<file path="src/pkg/adcsq_regs.svh">
// Register offsets, field positions and timing counts of the sequencer.
// Assumes a byte-addressed Avalon-MM slave; each register is one word.
`ifndef ADCSQ_REGS_SVH
`define ADCSQ_REGS_SVH

// Register indices; byte address is four times the index
`define ADCSQ_IDX_CR1      6'h34
`define ADCSQ_IDX_CR2      6'h35
`define ADCSQ_IDX_RES_LO   6'h36
`define ADCSQ_IDX_RES_HI   6'h37

// First control register fields
`define ADCSQ_START_BIT    7
`define ADCSQ_MODE_HI      6
`define ADCSQ_MODE_LO      5
`define ADCSQ_AIN_BIT      4
`define ADCSQ_CHAN_HI      3

// Second control register fields
`define ADCSQ_EOC_BIT      7
`define ADCSQ_BUSY_BIT     6
`define ADCSQ_TIME_HI      2

// Mode field encodings
`define ADCSQ_MODE_OFF     2'h0
`define ADCSQ_MODE_SINGLE  2'h1
`define ADCSQ_MODE_REPEAT  2'h3

// Conversion time in core clock periods, per time-select code
`define ADCSQ_CYC_T0       11'h027
`define ADCSQ_CYC_T1       11'h04E
`define ADCSQ_CYC_T2       11'h09C
`define ADCSQ_CYC_T3       11'h138
`define ADCSQ_CYC_T4       11'h270
`define ADCSQ_CYC_T5       11'h4E0

`endif

</file>
<file path="src/pkg/adcsq_pkg.sv">
// Types shared by the conversion sequencer.
// Assumes the register header is included by the design file.
`default_nettype none

package adcsq_pkg;

    // Sequencer states
    typedef enum logic {
        ADCSQ_IDLE,
        ADCSQ_CONV
    } adcsq_state_t;

    // Whole state of the sequencer
    typedef struct packed {
        adcsq_state_t st;     // Sequencer state
        logic         start;  // Start request bit
        logic [1:0]   mode;   // Operating mode
        logic         ain;    // Analog input enable
        logic [3:0]   chan;   // Channel select
        logic [2:0]   tsel;   // Conversion time select
        logic         eoc;    // End-of-conversion flag
        logic         busy;   // Busy flag
        logic [9:0]   res;    // Last stored result
        logic         lo_rd;  // Lower byte read, upper not yet
        logic [10:0]  cnt;    // Cycles left in conversion
        logic         irq;    // Completion pulse
        logic         ack;    // Bus answer phase
        logic         wait_r; // Waitrequest
        logic [31:0]  rdata;  // Read data
    } adcsq_state_s_t;

endpackage

`default_nettype wire

</file>
<file path="src/adcsq_seq.sv">
// Conversion sequencer of a 10-bit converter with an Avalon-MM slave.
// Assumes the analog core presents a settled code on i_analog_code at
// the end of the conversion time, and i_low_power is high while the
// chip sits in a stop, idle or slow mode.
//
// The Avalon-MM interface to the registers and the register addresses were decided locally.
`timescale 1ns/100ps
`include "adcsq_regs.svh"
`default_nettype none

module adcsq_seq
    import adcsq_pkg::*;
(
    input  wire logic        i_ref_clk,             // Core clock
    input  wire logic        i_resetn,              // Async reset, low
    input  wire logic [7:0]  i_avs_address,         // Byte address
    input  wire logic        i_avs_read,            // Read strobe
    input  wire logic        i_avs_write,           // Write strobe
    input  wire logic [31:0] i_avs_writedata,       // Write data
    input  wire logic [3:0]  i_avs_byteenable,      // Byte lanes
    input  wire logic [9:0]  i_analog_code,         // Code from core
    input  wire logic        i_low_power,           // Low-power mode
    output logic [31:0]      o_avs_readdata,        // Read data
    output logic             o_avs_waitrequest,     // Wait
    output logic             o_conv_done_irq,       // Completion pulse
    output logic             o_conv_busy_flag,      // Converting
    output logic [3:0]       o_channel_select,      // Channel to core
    output logic             o_analog_input_enable, // Input switch
    output logic             o_ref_connect          // Reference switch
);

    // Whole state and its next value, plus per-edge decode
    adcsq_state_s_t s_q;   // Registered state
    adcsq_state_s_t s_d;   // Next state
    logic [5:0]     idx;   // Word index
    logic           acc_w; // Write taken this edge
    logic           acc_r; // Read taken this edge
    logic           comp;  // Conversion ends this edge
    logic           go;    // Start accepted this edge
    logic           stop0; // Mode 00 written this edge

    // Bus decode: word index and strobes taken at the answer edge
    assign idx   = i_avs_address[7:2];
    assign acc_w = i_avs_write && s_q.ack;
    assign acc_r = i_avs_read && s_q.ack;

    // Conversion length per time-select code
    function automatic logic [10:0] conv_len(input logic [2:0] t);
        case (t)
            3'h0:    conv_len = `ADCSQ_CYC_T0;
            3'h1:    conv_len = `ADCSQ_CYC_T1;
            3'h2:    conv_len = `ADCSQ_CYC_T2;
            3'h3:    conv_len = `ADCSQ_CYC_T3;
            3'h4:    conv_len = `ADCSQ_CYC_T4;
            default: conv_len = `ADCSQ_CYC_T5; // Reserved codes run longest
        endcase
    endfunction

    // Next-state logic: bus, sequencer, stops.
    // A completion that lands between the lower and the upper result read
    // is dropped, so software sees a torn pair only from one on the lower read's snapshot edge; the upper read
    // closes the pair again. Low power is a level and is applied last, so
    // it wins over any completion and over every written field but channel and time select in the same cycle.
    always_comb begin
        // Defaults: hold every field, no events this edge
        s_d   = s_q;
        comp  = 1'b0;
        go    = 1'b0;
        stop0 = 1'b0;
        s_d.irq = 1'b0;
        // One wait cycle, then answer for a single cycle
        s_d.ack    = (i_avs_read || i_avs_write) && !s_q.ack;
        s_d.wait_r = !s_d.ack;
        // Snapshot read data during the wait cycle
        if (i_avs_read && !s_q.ack) begin
            case (idx)
                `ADCSQ_IDX_CR1: s_d.rdata = {24'h000000, s_q.start, s_q.mode,
                                             s_q.ain, s_q.chan};
                `ADCSQ_IDX_CR2: s_d.rdata = {24'h000000, s_q.eoc, s_q.busy,
                                             3'h0, s_q.tsel};
                `ADCSQ_IDX_RES_LO: s_d.rdata = {24'h000000, s_q.res[7:0]};
                `ADCSQ_IDX_RES_HI: s_d.rdata = {30'h00000000, s_q.res[9:8]};
                default: s_d.rdata = 32'h00000000; // Unmapped reads zero
            endcase
        end
        // Register writes on the answer edge, low byte lane only
        if (acc_w && i_avs_byteenable[0]) begin
            case (idx)
                // Control one: start, mode, input enable, channel
                `ADCSQ_IDX_CR1: begin
                    s_d.start = i_avs_writedata[`ADCSQ_START_BIT];
                    s_d.mode  = i_avs_writedata[`ADCSQ_MODE_HI:`ADCSQ_MODE_LO];
                    s_d.ain   = i_avs_writedata[`ADCSQ_AIN_BIT];
                    s_d.chan  = i_avs_writedata[`ADCSQ_CHAN_HI:0];
                    stop0     = (s_d.mode == `ADCSQ_MODE_OFF);
                end
                // Control two: time select only, flags are read-only
                `ADCSQ_IDX_CR2: begin
                    s_d.tsel = i_avs_writedata[`ADCSQ_TIME_HI:0];
                end
                default: begin
                    // Unmapped or read-only: write ignored
                end
            endcase
        end
        // Result reads steer the end flag
        if (acc_r && idx == `ADCSQ_IDX_RES_HI) begin
            s_d.eoc   = 1'b0;
            s_d.lo_rd = 1'b0;
        end else if (acc_r && idx == `ADCSQ_IDX_RES_LO) begin
            s_d.lo_rd = 1'b1;
        end
        // Sequencer
        case (s_q.st)
            ADCSQ_IDLE: begin
                // Accept a start only in a valid mode
                if (s_d.start && (s_d.mode == `ADCSQ_MODE_SINGLE ||
                                  s_d.mode == `ADCSQ_MODE_REPEAT)) begin
                    go        = 1'b1;
                    s_d.start = 1'b0;
                    s_d.busy  = 1'b1;
                    s_d.eoc   = 1'b0;
                    s_d.cnt   = conv_len(s_d.tsel) - 11'h001;
                    s_d.st    = ADCSQ_CONV;
                end
            end
            ADCSQ_CONV: begin
                // Count down; zero marks the completing edge
                if (s_q.cnt == 11'h000) begin
                    comp = 1'b1;
                    // Lower byte read mid-pair: keep old value, drop event
                    if (!s_d.lo_rd) begin
                        s_d.res = i_analog_code;
                        s_d.eoc = 1'b1;
                        s_d.irq = 1'b1;
                    end
                    // Repeat reloads at once, single parks
                    if (s_q.mode == `ADCSQ_MODE_REPEAT) begin
                        s_d.cnt = conv_len(s_q.tsel) - 11'h001;
                    end else begin
                        s_d.busy = 1'b0;
                        s_d.st   = ADCSQ_IDLE;
                    end
                end else begin
                    s_d.cnt = s_q.cnt - 11'h001;
                end
            end
            default: s_d.st = ADCSQ_IDLE;
        endcase
        // Mode 00 forces a stop and clears results
        if (stop0) begin
            s_d.st    = ADCSQ_IDLE;
            s_d.busy  = 1'b0;
            s_d.eoc   = 1'b0;
            s_d.res   = 10'h000;
            s_d.lo_rd = 1'b0;
            s_d.irq   = 1'b0;
        end
        // Low-power entry wins over every written field, flag and result but channel and time select
        // Reference opens too, as it follows the input enable
        if (i_low_power) begin
            s_d.st    = ADCSQ_IDLE;
            s_d.start = 1'b0;
            s_d.mode  = `ADCSQ_MODE_OFF;
            s_d.ain   = 1'b0;
            s_d.eoc   = 1'b0;
            s_d.busy  = 1'b0;
            s_d.res   = 10'h000;
            s_d.lo_rd = 1'b0;
            s_d.irq   = 1'b0;
        end
    end

    // State register
    always_ff @(posedge i_ref_clk or negedge i_resetn) begin
        if (!i_resetn) begin
            // Everything off, waitrequest high
            s_q        <= '0;
            s_q.st     <= ADCSQ_IDLE;
            s_q.wait_r <= 1'b1;
        end else begin
            s_q <= s_d;
        end
    end

    // Outputs straight from flops
    assign o_avs_readdata        = s_q.rdata;
    assign o_avs_waitrequest     = s_q.wait_r;
    assign o_conv_done_irq       = s_q.irq;
    assign o_conv_busy_flag      = s_q.busy;
    assign o_channel_select      = s_q.chan;
    assign o_analog_input_enable = s_q.ain;
    assign o_ref_connect         = s_q.ain;
endmodule

`default_nettype wire

</file>
<file path="config.mk">
export PLATFORM = sky130hd
export DESIGN_NAME = adcsq_seq
export DESIGN_NICKNAME = d
export VERILOG_FILES = /design/src/pkg/adcsq_pkg.sv /design/src/adcsq_seq.sv
export VERILOG_INCLUDE_DIRS = /design/src /design/src/pkg
export SDC_FILE = /design/constraint.sdc
export NUM_CORES = 1
export LEC_CHECK = 0
export ABC_AREA = 1
export BUFFER_PORTS_ARGS = -buffer_cell sky130_fd_sc_hd__buf_2
export CAP_MARGIN = 20
export CORE_AREA = 2 2 79 81
export CTS_CLUSTER_SIZE = 28
export DETAILED_ROUTE_END_ITERATION = 7
export DIE_AREA = 0 0 81 83
export HOLD_SLACK_MARGIN = 0.1
export PLACE_DENSITY = 0.82
export SETUP_SLACK_MARGIN = 0.3
export SYNTH_ARGS = -nofsm -noshare
export SYNTH_HDL_FRONTEND = slang
export SYNTH_SLANG_ARGS = --single-unit
</file>
<file path="constraint.sdc">
create_clock -name i_ref_clk -period 5.1 [get_ports i_ref_clk]
set_input_delay 0.765 -clock i_ref_clk [delete_from_list [all_inputs] [get_ports i_ref_clk]]
set_output_delay 0.765 -clock i_ref_clk [all_outputs]
set_load 0.005 [all_outputs]
</file>
Word-level counts from Yosys, hierarchy flattened:

Index checks and enable logic that the tools add are counted.

* latch bits: 0
* input bits: 59
* word-level logic and storage cells: 106
* memories: 0
* memory bits (read-only): 0
* bits in registers: 71
* bits in writable memories: 0

* equal/unequal tests: 21
* magnitude comparators: 0
* shift operators: 0
* reduce and logical (&&, ||, !) cells: 25
* divide/modulo/power cells: 0
* $mul: 0
* add/subtract/negate cells: 3
* mux-type cells: 41
* bitwise gates (word level): 1

Operators with widths (number)
* 11-bit case mux with 5 select lines: 2
* 11-bit two-way mux: 9
* 11-bit by 1-bit subtractor with 11-bit output (second input constant): 3
* 8-bit case mux with 4 select lines: 1
* 13-bit two-way mux: 2
* 6-bit == test (second input constant): 4
* 11-bit case mux with 2 select lines: 1
* 10-bit two-way mux: 2
* 1-bit two-way mux: 16
* 3-bit by 2-bit == test with 1-bit output (second input constant): 4
* 12-bit two-way mux: 1
* 11-bit logical NOT: 1
* 1-bit logical AND: 8
* 8-bit two-way mux: 1
* 4-bit inequality test (second input constant): 2
* 3-bit by 1-bit == test with 1-bit output (second input constant): 2
* 3-bit == test (second input constant): 2
* 3-bit logical NOT: 2
* 2-bit AND reduction: 3
* 3-bit AND reduction: 2
* 3-bit nonzero test: 2
* 5-bit two-way mux: 1
* 2-bit == test (second input constant): 2
* 2-bit two-way mux: 2
* other kinds (13): 16

Longest topological paths before layout:

Gate-level depths: netlist of the first run.

* depth after elaboration: 11
* mapped depth: 18
* mapped depth without buffers: 18

Least setup slack after synthesis of the first run:

Ideal clock, no wire load.

* path type: input port to flip-flop
* from: input i_avs_address[5]
* to: register s_q[43] (netlist bit)
* stages: 17
* buffers on the path: 0
* arrival: 2519 ps
* data required time: 4983 ps
* slack: 2464 ps
* cells stage by stage: inv_1 -> nand2_1 -> nor2_4 -> nand3_4 -> nand2_1 -> nand2_1 -> nor2_4 -> inv_1 -> o21ai_1 -> inv_1 -> ha_1 -> nand2_1 -> nor2_2 -> nand3_1 -> nand2_1 -> nand2_1 -> o21ai_2

RTL lines
* from (decl): RTL line adcsq_seq.sv:16 `input wire logic [7:0] i_avs_address,`
* to (decl): RTL line adcsq_seq.sv:33 `adcsq_state_s_t s_q;`

Final worst setup path of the first run:

* from: input i_avs_address[6]
* to: register s_q[36] (netlist bit)

* word-level cells in the longest chain between the ends: 10

RTL lines
* 6-bit == test: RTL line adcsq_seq.sv:88 `case (idx)`
* 3-bit two-way mux: RTL line adcsq_seq.sv:88
* 11-bit two-way mux *: RTL line adcsq_seq.sv:87 `if (acc_w && i_avs_byteenable[0]) begin`
* 3-bit == test (tied with other cells): RTL line adcsq_seq.sv:49 `case (t)`
* 11-bit case mux with 5 select lines: RTL line adcsq_seq.sv:49
* 11-bit two-way mux: RTL line adcsq_seq.sv:117 `` if (s_d.start && (s_d.mode == `ADCSQ_MODE_SINGLE || ``
* 11-bit two-way mux: RTL line adcsq_seq.sv:114 `case (s_q.st)`
* 11-bit by 1-bit subtractor with 11-bit output: RTL line adcsq_seq.sv:123 `s_d.cnt = conv_len(s_d.tsel) - 11'h001;`
* 11-bit two-way mux: RTL line adcsq_seq.sv:117
* 11-bit case mux with 2 select lines: RTL line adcsq_seq.sv:114

Every way passes the cells marked *; elsewhere a longest branch is shown, timed or not. The select of a mux whose other input is x is not followed.
A chain may end at the register's enable or synchronous reset.

==> impl_metrics.yaml, run 1 <==
critical_path:
  crit_start: "i_avs_address[6]"
  crit_fanout: 18
  reg2reg_depth: 15
  r2r-start: "s_q[33]$_DFF_PN0_"
  worstSetupPathType: "in -> reg"
  endpoint_kind: "flop"
  crit_end: "s_q[36]$_DFFE_PN0P_"
  critPathArrivalTime_ns: 3.14
  required_ns: 5.30
  setup.worst_path.start_class: "input port"
  rr_endpoint: "s_q[39]$_DFFE_PN0P_"
  r2r_slack_ns: 2.53
place:
  dp_hpwl_um: 5260
  place_ws_ns: 1.83
  place_area_mm2: 0.00319
  gp_congestion: 0.969
  io_buffers: 46
finish:
  layout-drive-gt1-share: 0.184
  fin_nets: 520
  post-route-cell-area_mm2: 0.00330
  areaGrowthSynthToFinish_pct: 5.99
  final_cell_mix: "nand2_1, inv_1, buf_2, dfrtp_1, nand3_1"
  n_antenna_cell: 0
  layout_commonest_cell: "nand2_1"
route:
  route.final.wire_length_um: 6880
  drt-pass1-iter-count: 7
  avgRoutedWirePerCell_um: 12.8
  ant_nets: 0
  drc: 0
  viasPerCell: 5.13
  vias: 2748
  drtIter0Drc: 298
clock_network:
  cts-root-buf: "clkbuf_8"
  insertion_delay_ns: 0.31
  post_cts_buffers: 0
  cts_hold_buf: 0
  clkSinkCount: 47
  cts_tree: "yes"
  cts_buffers: 5
  cts.clk_slew.worst_paths_ns: 0.09
  cts_max_level: 2
  cts_resized: 0
  clk_path_buf_depth: 2
logic_synthesis:
  yosys_warnings: 0
  synth-seq-cells: 47
  async_flop_share: 1.00
  synth.distinct_cells: 39
  synth-main-ff-cell: "dfrtp_1"
  synth_edf_count: 0
  ys_seq_area_frac: 0.379
  syn_area_per_cell_um2: 7.27
  synth_area_mm2: 0.00311
  postSynthCellCount: 428
die:
  core.rowCount: 28
  dieArea_mm2: 0.00672
  die_width_um: 81
  start_util: 0.535
  io_pins: 100
  fp.dieH_um: 83
  core_area_mm2: 0.00582
timing:
  max_slew.worst_pin.slew_ns: 0.838
  setup_viol: 0
  tns_ns: 0
  period_needed_ns: 2.94
  hold_viol: 0
  finClkSkew_ns: 0.00677
  rsz0062_at_grt: "false"
  report.final.slew_viol_count: 0
  setup_ws_ns: 2.16
  fmax_ghz: 0.340
  slew_headroom: 0.441
  finalCritPeriodShare: 0.576
global_route:
  grt_pass1_vias: 2529
  grt_pass1_wl_um: 11800
  grt_max_degree: 48
  antenna_found_initial: 0
  grt.total_usage: 0.218
  grt-ovfl-total: 0
power_and_ir_drop:
  powerDensity_mw_per_mm2: 215
  p_leak_nw: 1.78
  ir_drop_mv: 0.118
  power_uw: 710
min_path:
  min_path_type: "in -> async"
run:
  maxCapViolCount: 0
status:
  status: "complete, no violations"
-- stage by stage --
stage	hold slack, ns	utilization	cells
2_1_floorplan	0.450	-	451
3_3_place_gp	0.460	0.548	527
3_5_place_dp	0.463	0.548	527
4_1_cts	0.487	0.563	535
5_1_grt	0.272	0.567	536
6_report	0.265	0.567	536
-- worst min path at each step --
stage                                             end                          start  slack, ns  depth (start not counted)
floorplan               o_avs_readdata[1]$_DFFE_PN0P_  o_avs_readdata[1]$_DFFE_PN0P_       0.45                          2
global placement        o_avs_readdata[4]$_DFFE_PN0P_  o_avs_readdata[4]$_DFFE_PN0P_       0.46                          2
detailed placement      o_avs_readdata[3]$_DFFE_PN0P_  o_avs_readdata[3]$_DFFE_PN0P_       0.46                          2
CTS                     o_avs_readdata[3]$_DFFE_PN0P_  o_avs_readdata[3]$_DFFE_PN0P_       0.49                          2
global route        o_analog_input_enable$_DFFE_PN0P_                       i_resetn       0.27                          1
finish              o_analog_input_enable$_DFFE_PN0P_                       i_resetn       0.27                          1
-- worst max-delay path, cell delays in order --
cell and delay (ns):
buf_2 0.07, nand2_1 0.12, nor4_4 0.52, nand2_4 0.22
nand2_1 0.13, o21ai_2 0.08, nor2_2 0.17, o21a_1 0.69
inv_2 0.18, nand2_1 0.11, o21ai_1 0.06
-- state kept, by name (all words and copies together), names as in the netlist --
register and cells:
o_analog_input_enable 1, o_avs_readdata 8, o_avs_waitrequest 1, o_channel_select 4
o_conv_busy_flag 1, o_conv_done_irq 1, s_q 31
-- cells by family (layout without fill, tap and decap cells) --
logic type	Yosys count	in the layout	synth area share
AOI/OAI and AO/OA	62	62	0.120
and+or+nand+nor	214	214	0.316
adders and majority gates	1	1	0.00402
other	1	24	0.00121
buffers and inverters	101	111	0.175
DFF	47	47	0.379
xor gates and xnor gates	2	2	0.00563
-- layer usage --
layer	GRT usage	wire length, um	vias up	share of wire
met5	0	0	-	0
met4	0.0647	119	0	0.017
met3	0.0391	444	12	0.065
met2	0.344	3230	116	0.47
met1	0.304	3080	1254	0.45
li1	-	-	1366	-
-- final cells by class --
cell class / count / area, um2
Inverter: 56 / 210
Multi-Input combinational cell: 303 / 1480
Clock inverter: 2 / 16.3
Sequential cell: 47 / 1180
Tap cell: 75 / 93.8
Clock buffer: 6 / 72.6
Fill cell: 542 / 2520
Timing Repair Buffer: 47 / 250
-- report_power, final --
part           switching (mW)  internal, mW
registers             0.00479         0.378
clock network           0.137        0.0987
logic                  0.0636        0.0281
-- synth_stat cells, drive strengths merged, types with 2 or more instances --
library cell	number	area [um2]
nor2	41	206
o22ai	4	25.0
nand3	41	223
nand2	118	455
nor3	4	20.0
buf	41	318
o21ai	37	211
a21oi	16	83.8
dfrtp	46	1150
clkbuf	4	15.0
nand4	7	43.8
inv	56	210
a31oi	2	27.5
Note: power is estimated with default switching activity, not from simulation.
==> run 2, diff against run 1 <==
ABC_AREA = 0   (was 1)
CORE_AREA = 2 2 81 83   (was 2 2 79 81)
DIE_AREA = 0 0 83 85   (was 0 0 81 83)
PLACE_DENSITY = 0.79   (was 0.82)
clock period = 2.9 ns   (was 5.1 ns; I/O delays follow)
==> impl_metrics.yaml, run 2 <==
critical_path:
  endpoint_kind: "flop"
  reg2reg_depth: 10
  r2r-start: "s_q[33]$_DFF_PN0_"
  path_buf_inv: 1
  rr_endpoint: "s_q[39]$_DFFE_PN0P_"
  setup.worst_path.start_class: "flop"
  path_cells: "nand4b_2 -> buf_4 -> o311a_1 -> a221oi_2 -> and2_1 -> ha_1 -> o211ai_1 -> or3_1 -> a21oi_1 -> a21o_1"
  max_stage_delay_ns: 0.41
  r2r_slack_ns: 0.40
  critPathArrivalTime_ns: 2.76
  required_ns: 3.15
  crit_family: "compound AO/OA/AOI/OAI gates"
  crit_fanout: 4
  worstSetupPathType: "reg -> reg"
  cpMaxStageDelayCell: "or3_1"
global_route:
  grt.total_usage: 0.188
  grt_max_degree: 48
  grt_pass1_wl_um: 10800
  antenna_found_initial: 0
  grt_pass1_vias: 2318
  grt-ovfl-total: 0
power_and_ir_drop:
  clkPwrFrac: 0.339
  switching_share: 0.272
  p_leak_nw: 1.64
  internal_power_mw: 1.04
  power_mw: 1.42
  p_seq_frac: 0.484
  powerDensity_mw_per_mm2: 419
  ir_drop_mv: 0.212
  netSwitchingPower_uw: 387
  p_comb_frac: 0.177
timing:
  setup_viol: 0
  fmax_ghz: 0.399
  finClkSkew_ns: 0.00789
  tns_ns: 0
  slew_headroom: 0.628
  max_slew.worst_pin.slew_ns: 0.558
  rsz0062_at_grt: "false"
  report.final.slew_viol_count: 0
  finalCritPeriodShare: 0.863
  hold_viol: 0
  period_needed_ns: 2.50
place:
  io_buffers: 46
  dp_hpwl_um: 4830
  dp_cells: 423
  gp_congestion: 0.896
clock_network:
  insertion_delay_ns: 0.31
  clkSinkCount: 47
  cts_max_level: 2
  clk_path_buf_depth: 2
  cts-root-buf: "clkbuf_8"
  cts.clk_slew.worst_paths_ns: 0.09
  cts_buffers: 5
  cts_tree: "yes"
route:
  route.final.wire_length_um: 6450
  viasPerCell: 5.35
  drc: 0
  drtIter0Drc: 165
  ant_nets: 0
  vias: 2327
  drt-pass1-iter-count: 4
  avgRoutedWirePerCell_um: 14.8
logic_synthesis:
  synth_area_mm2: 0.00316
  syn_area_per_cell_um2: 9.82
  yosysTopAreaCell: "dfrtp_1"
  ys_seq_area_frac: 0.372
  synth.distinct_cells: 71
  synth_area_leaders: "dfrtp_1, buf_4, mux2i_1, nor2_1, mux2_2"
  yosys_warnings: 0
  synth-seq-cells: 47
  synth_edf_count: 0
  async_flop_share: 1.00
  synth-main-ff-cell: "dfrtp_1"
  synth_common_cells: "dfrtp_1, buf_4, nor2_1"
  yosysTopAreaCellShare: 0.364
  yosysMostFrequentCell: "dfrtp_1"
  postSynthCellCount: 322
finish:
  n_antenna_cell: 0
  fin_nets: 417
  final_cell_mix: "buf_2, dfrtp_1, nor2_1"
  nFillCells: 533
  instances_no_fill: 435
  areaGrowthSynthToFinish_pct: 7.40
  top_register: "s_q"
  largest_reg_flops: 31
  layout-drive-gt1-share: 0.304
min_path:
  min_from: "i_low_power"
  holdPathStages: 2
  min_delay_worst_endpoint: "o_analog_input_enable$_DFFE_PN0P_"
  min_path_type: "in -> reg"
die:
  die_width_um: 83
  dieArea_mm2: 0.00706
  fp.dieH_um: 85
  io_pins: 100
  core_area_mm2: 0.00620
  core.rowCount: 29
  start_util: 0.510
status:
  status: "complete, no violations"
run:
  maxCapViolCount: 0
## run 2: changes by cell type after synthesis, sizes merged, moves of 22 or more
cell / previous run / this run
nand2: 118 / 29
inv: 56 / 4
nand3: 41 / 8
mux2i: 0 / 26
o21ai: 37 / 15
## run 2: what timing repair did
| action | CTS | global route |
|---|---|---|
| resized for setup | 0 | 4 |
| endpoints found under the setup margin | 0 | 5 |
| hold buffers | 0 | 1 |
| hold endpoints to repair | 0 | 18 |
| buffers inserted | 0 | 2 |
## run 2: stage by stage
step	cell area (um2)	worst slack, ns	hold WS, ns	utilization
floorplan	3250	0.392	0.139	-
global placement	3230	0.156	0.483	0.520
finish	3400	0.397	0.340	0.547
detailed placement	3230	0.0746	0.488	0.520
global route	3400	0.296	0.341	0.547
CTS	3340	0.324	0.340	0.538
## run 2: how the worst max path moves through the flow
stage,start,to,slack (ns),cells after the start
2_1_floorplan,i_avs_address[5],s_q[41]$_DFFE_PN0P_,0.39,9
3_3_place_gp,i_avs_address[3],s_q[41]$_DFFE_PN0P_,0.16,11
3_5_place_dp,i_avs_address[3],s_q[41]$_DFFE_PN0P_,0.07,10
4_1_cts,s_q[33]$_DFF_PN0_,s_q[41]$_DFFE_PN0P_,0.32,9
5_1_grt,s_q[33]$_DFF_PN0_,s_q[39]$_DFFE_PN0P_,0.30,10
6_report,s_q[33]$_DFF_PN0_,s_q[39]$_DFFE_PN0P_,0.40,10
## run 2: worst reg2reg max path, delay by kind of cell (launching register included)
family	cells	cell delay, ns
AOI/OAI and AO/OA	5	0.95
and+or+nand+nor	3	0.75
adders and majority gates	1	0.19
DFF	1	0.40
buffers and inverters	1	0.18
## run 2: kinds of logic (layout without fill, tap and decap cells)
logic type,Yosys count,after routing,synth area share
adder cells (fa/ha/maj),1,1,0.00396
XOR/XNOR,6,6,0.0166
buffers and inverters,59,72,0.139
AND/OR/NAND/NOR,113,113,0.191
AO/OA/AOI/OAI,58,58,0.146
multiplexers,37,37,0.130
other,1,24,0.00119
flip-flops,47,47,0.372
## run 2: cell type report
type / count / area (um2) / share of cell area
clock inverters: 3 / 43.8 / 0.0129
flip-flops and latches: 47 / 1180 / 0.347
repair buffers: 60 / 350 / 0.103
multi-input cells: 239 / 1650 / 0.484
inverters: 4 / 15.0 / 0.00442
clock buffers: 5 / 68.8 / 0.0203
well taps: 77 / 96.3 / 0.0284
## run 2: power by group through the flow
| stage | Clock [mW] | Combinational, mW | Sequential [mW] |
|---|---|---|---|
| 6_report | 0.482 | 0.252 | 0.688 |
| 5_1_grt | 0.527 | 0.278 | 0.690 |
| 4_1_cts | 0.492 | 0.239 | 0.688 |
| 3_5_place_dp | 0 | 0.237 | 0.701 |
| 3_3_place_gp | 0 | 0.234 | 0.700 |
| 2_1_floorplan | 0 | 0.204 | 0.692 |
## run 2: per-layer routing
metal,vias to the layer above,GRT usage,part of all wire
met3,8,0.0409,0.033
met1,1126,0.236,0.47
met2,43,0.320,0.48
li1,1150,-,-
met4,0,0.0686,0.017
met5,-,0,0
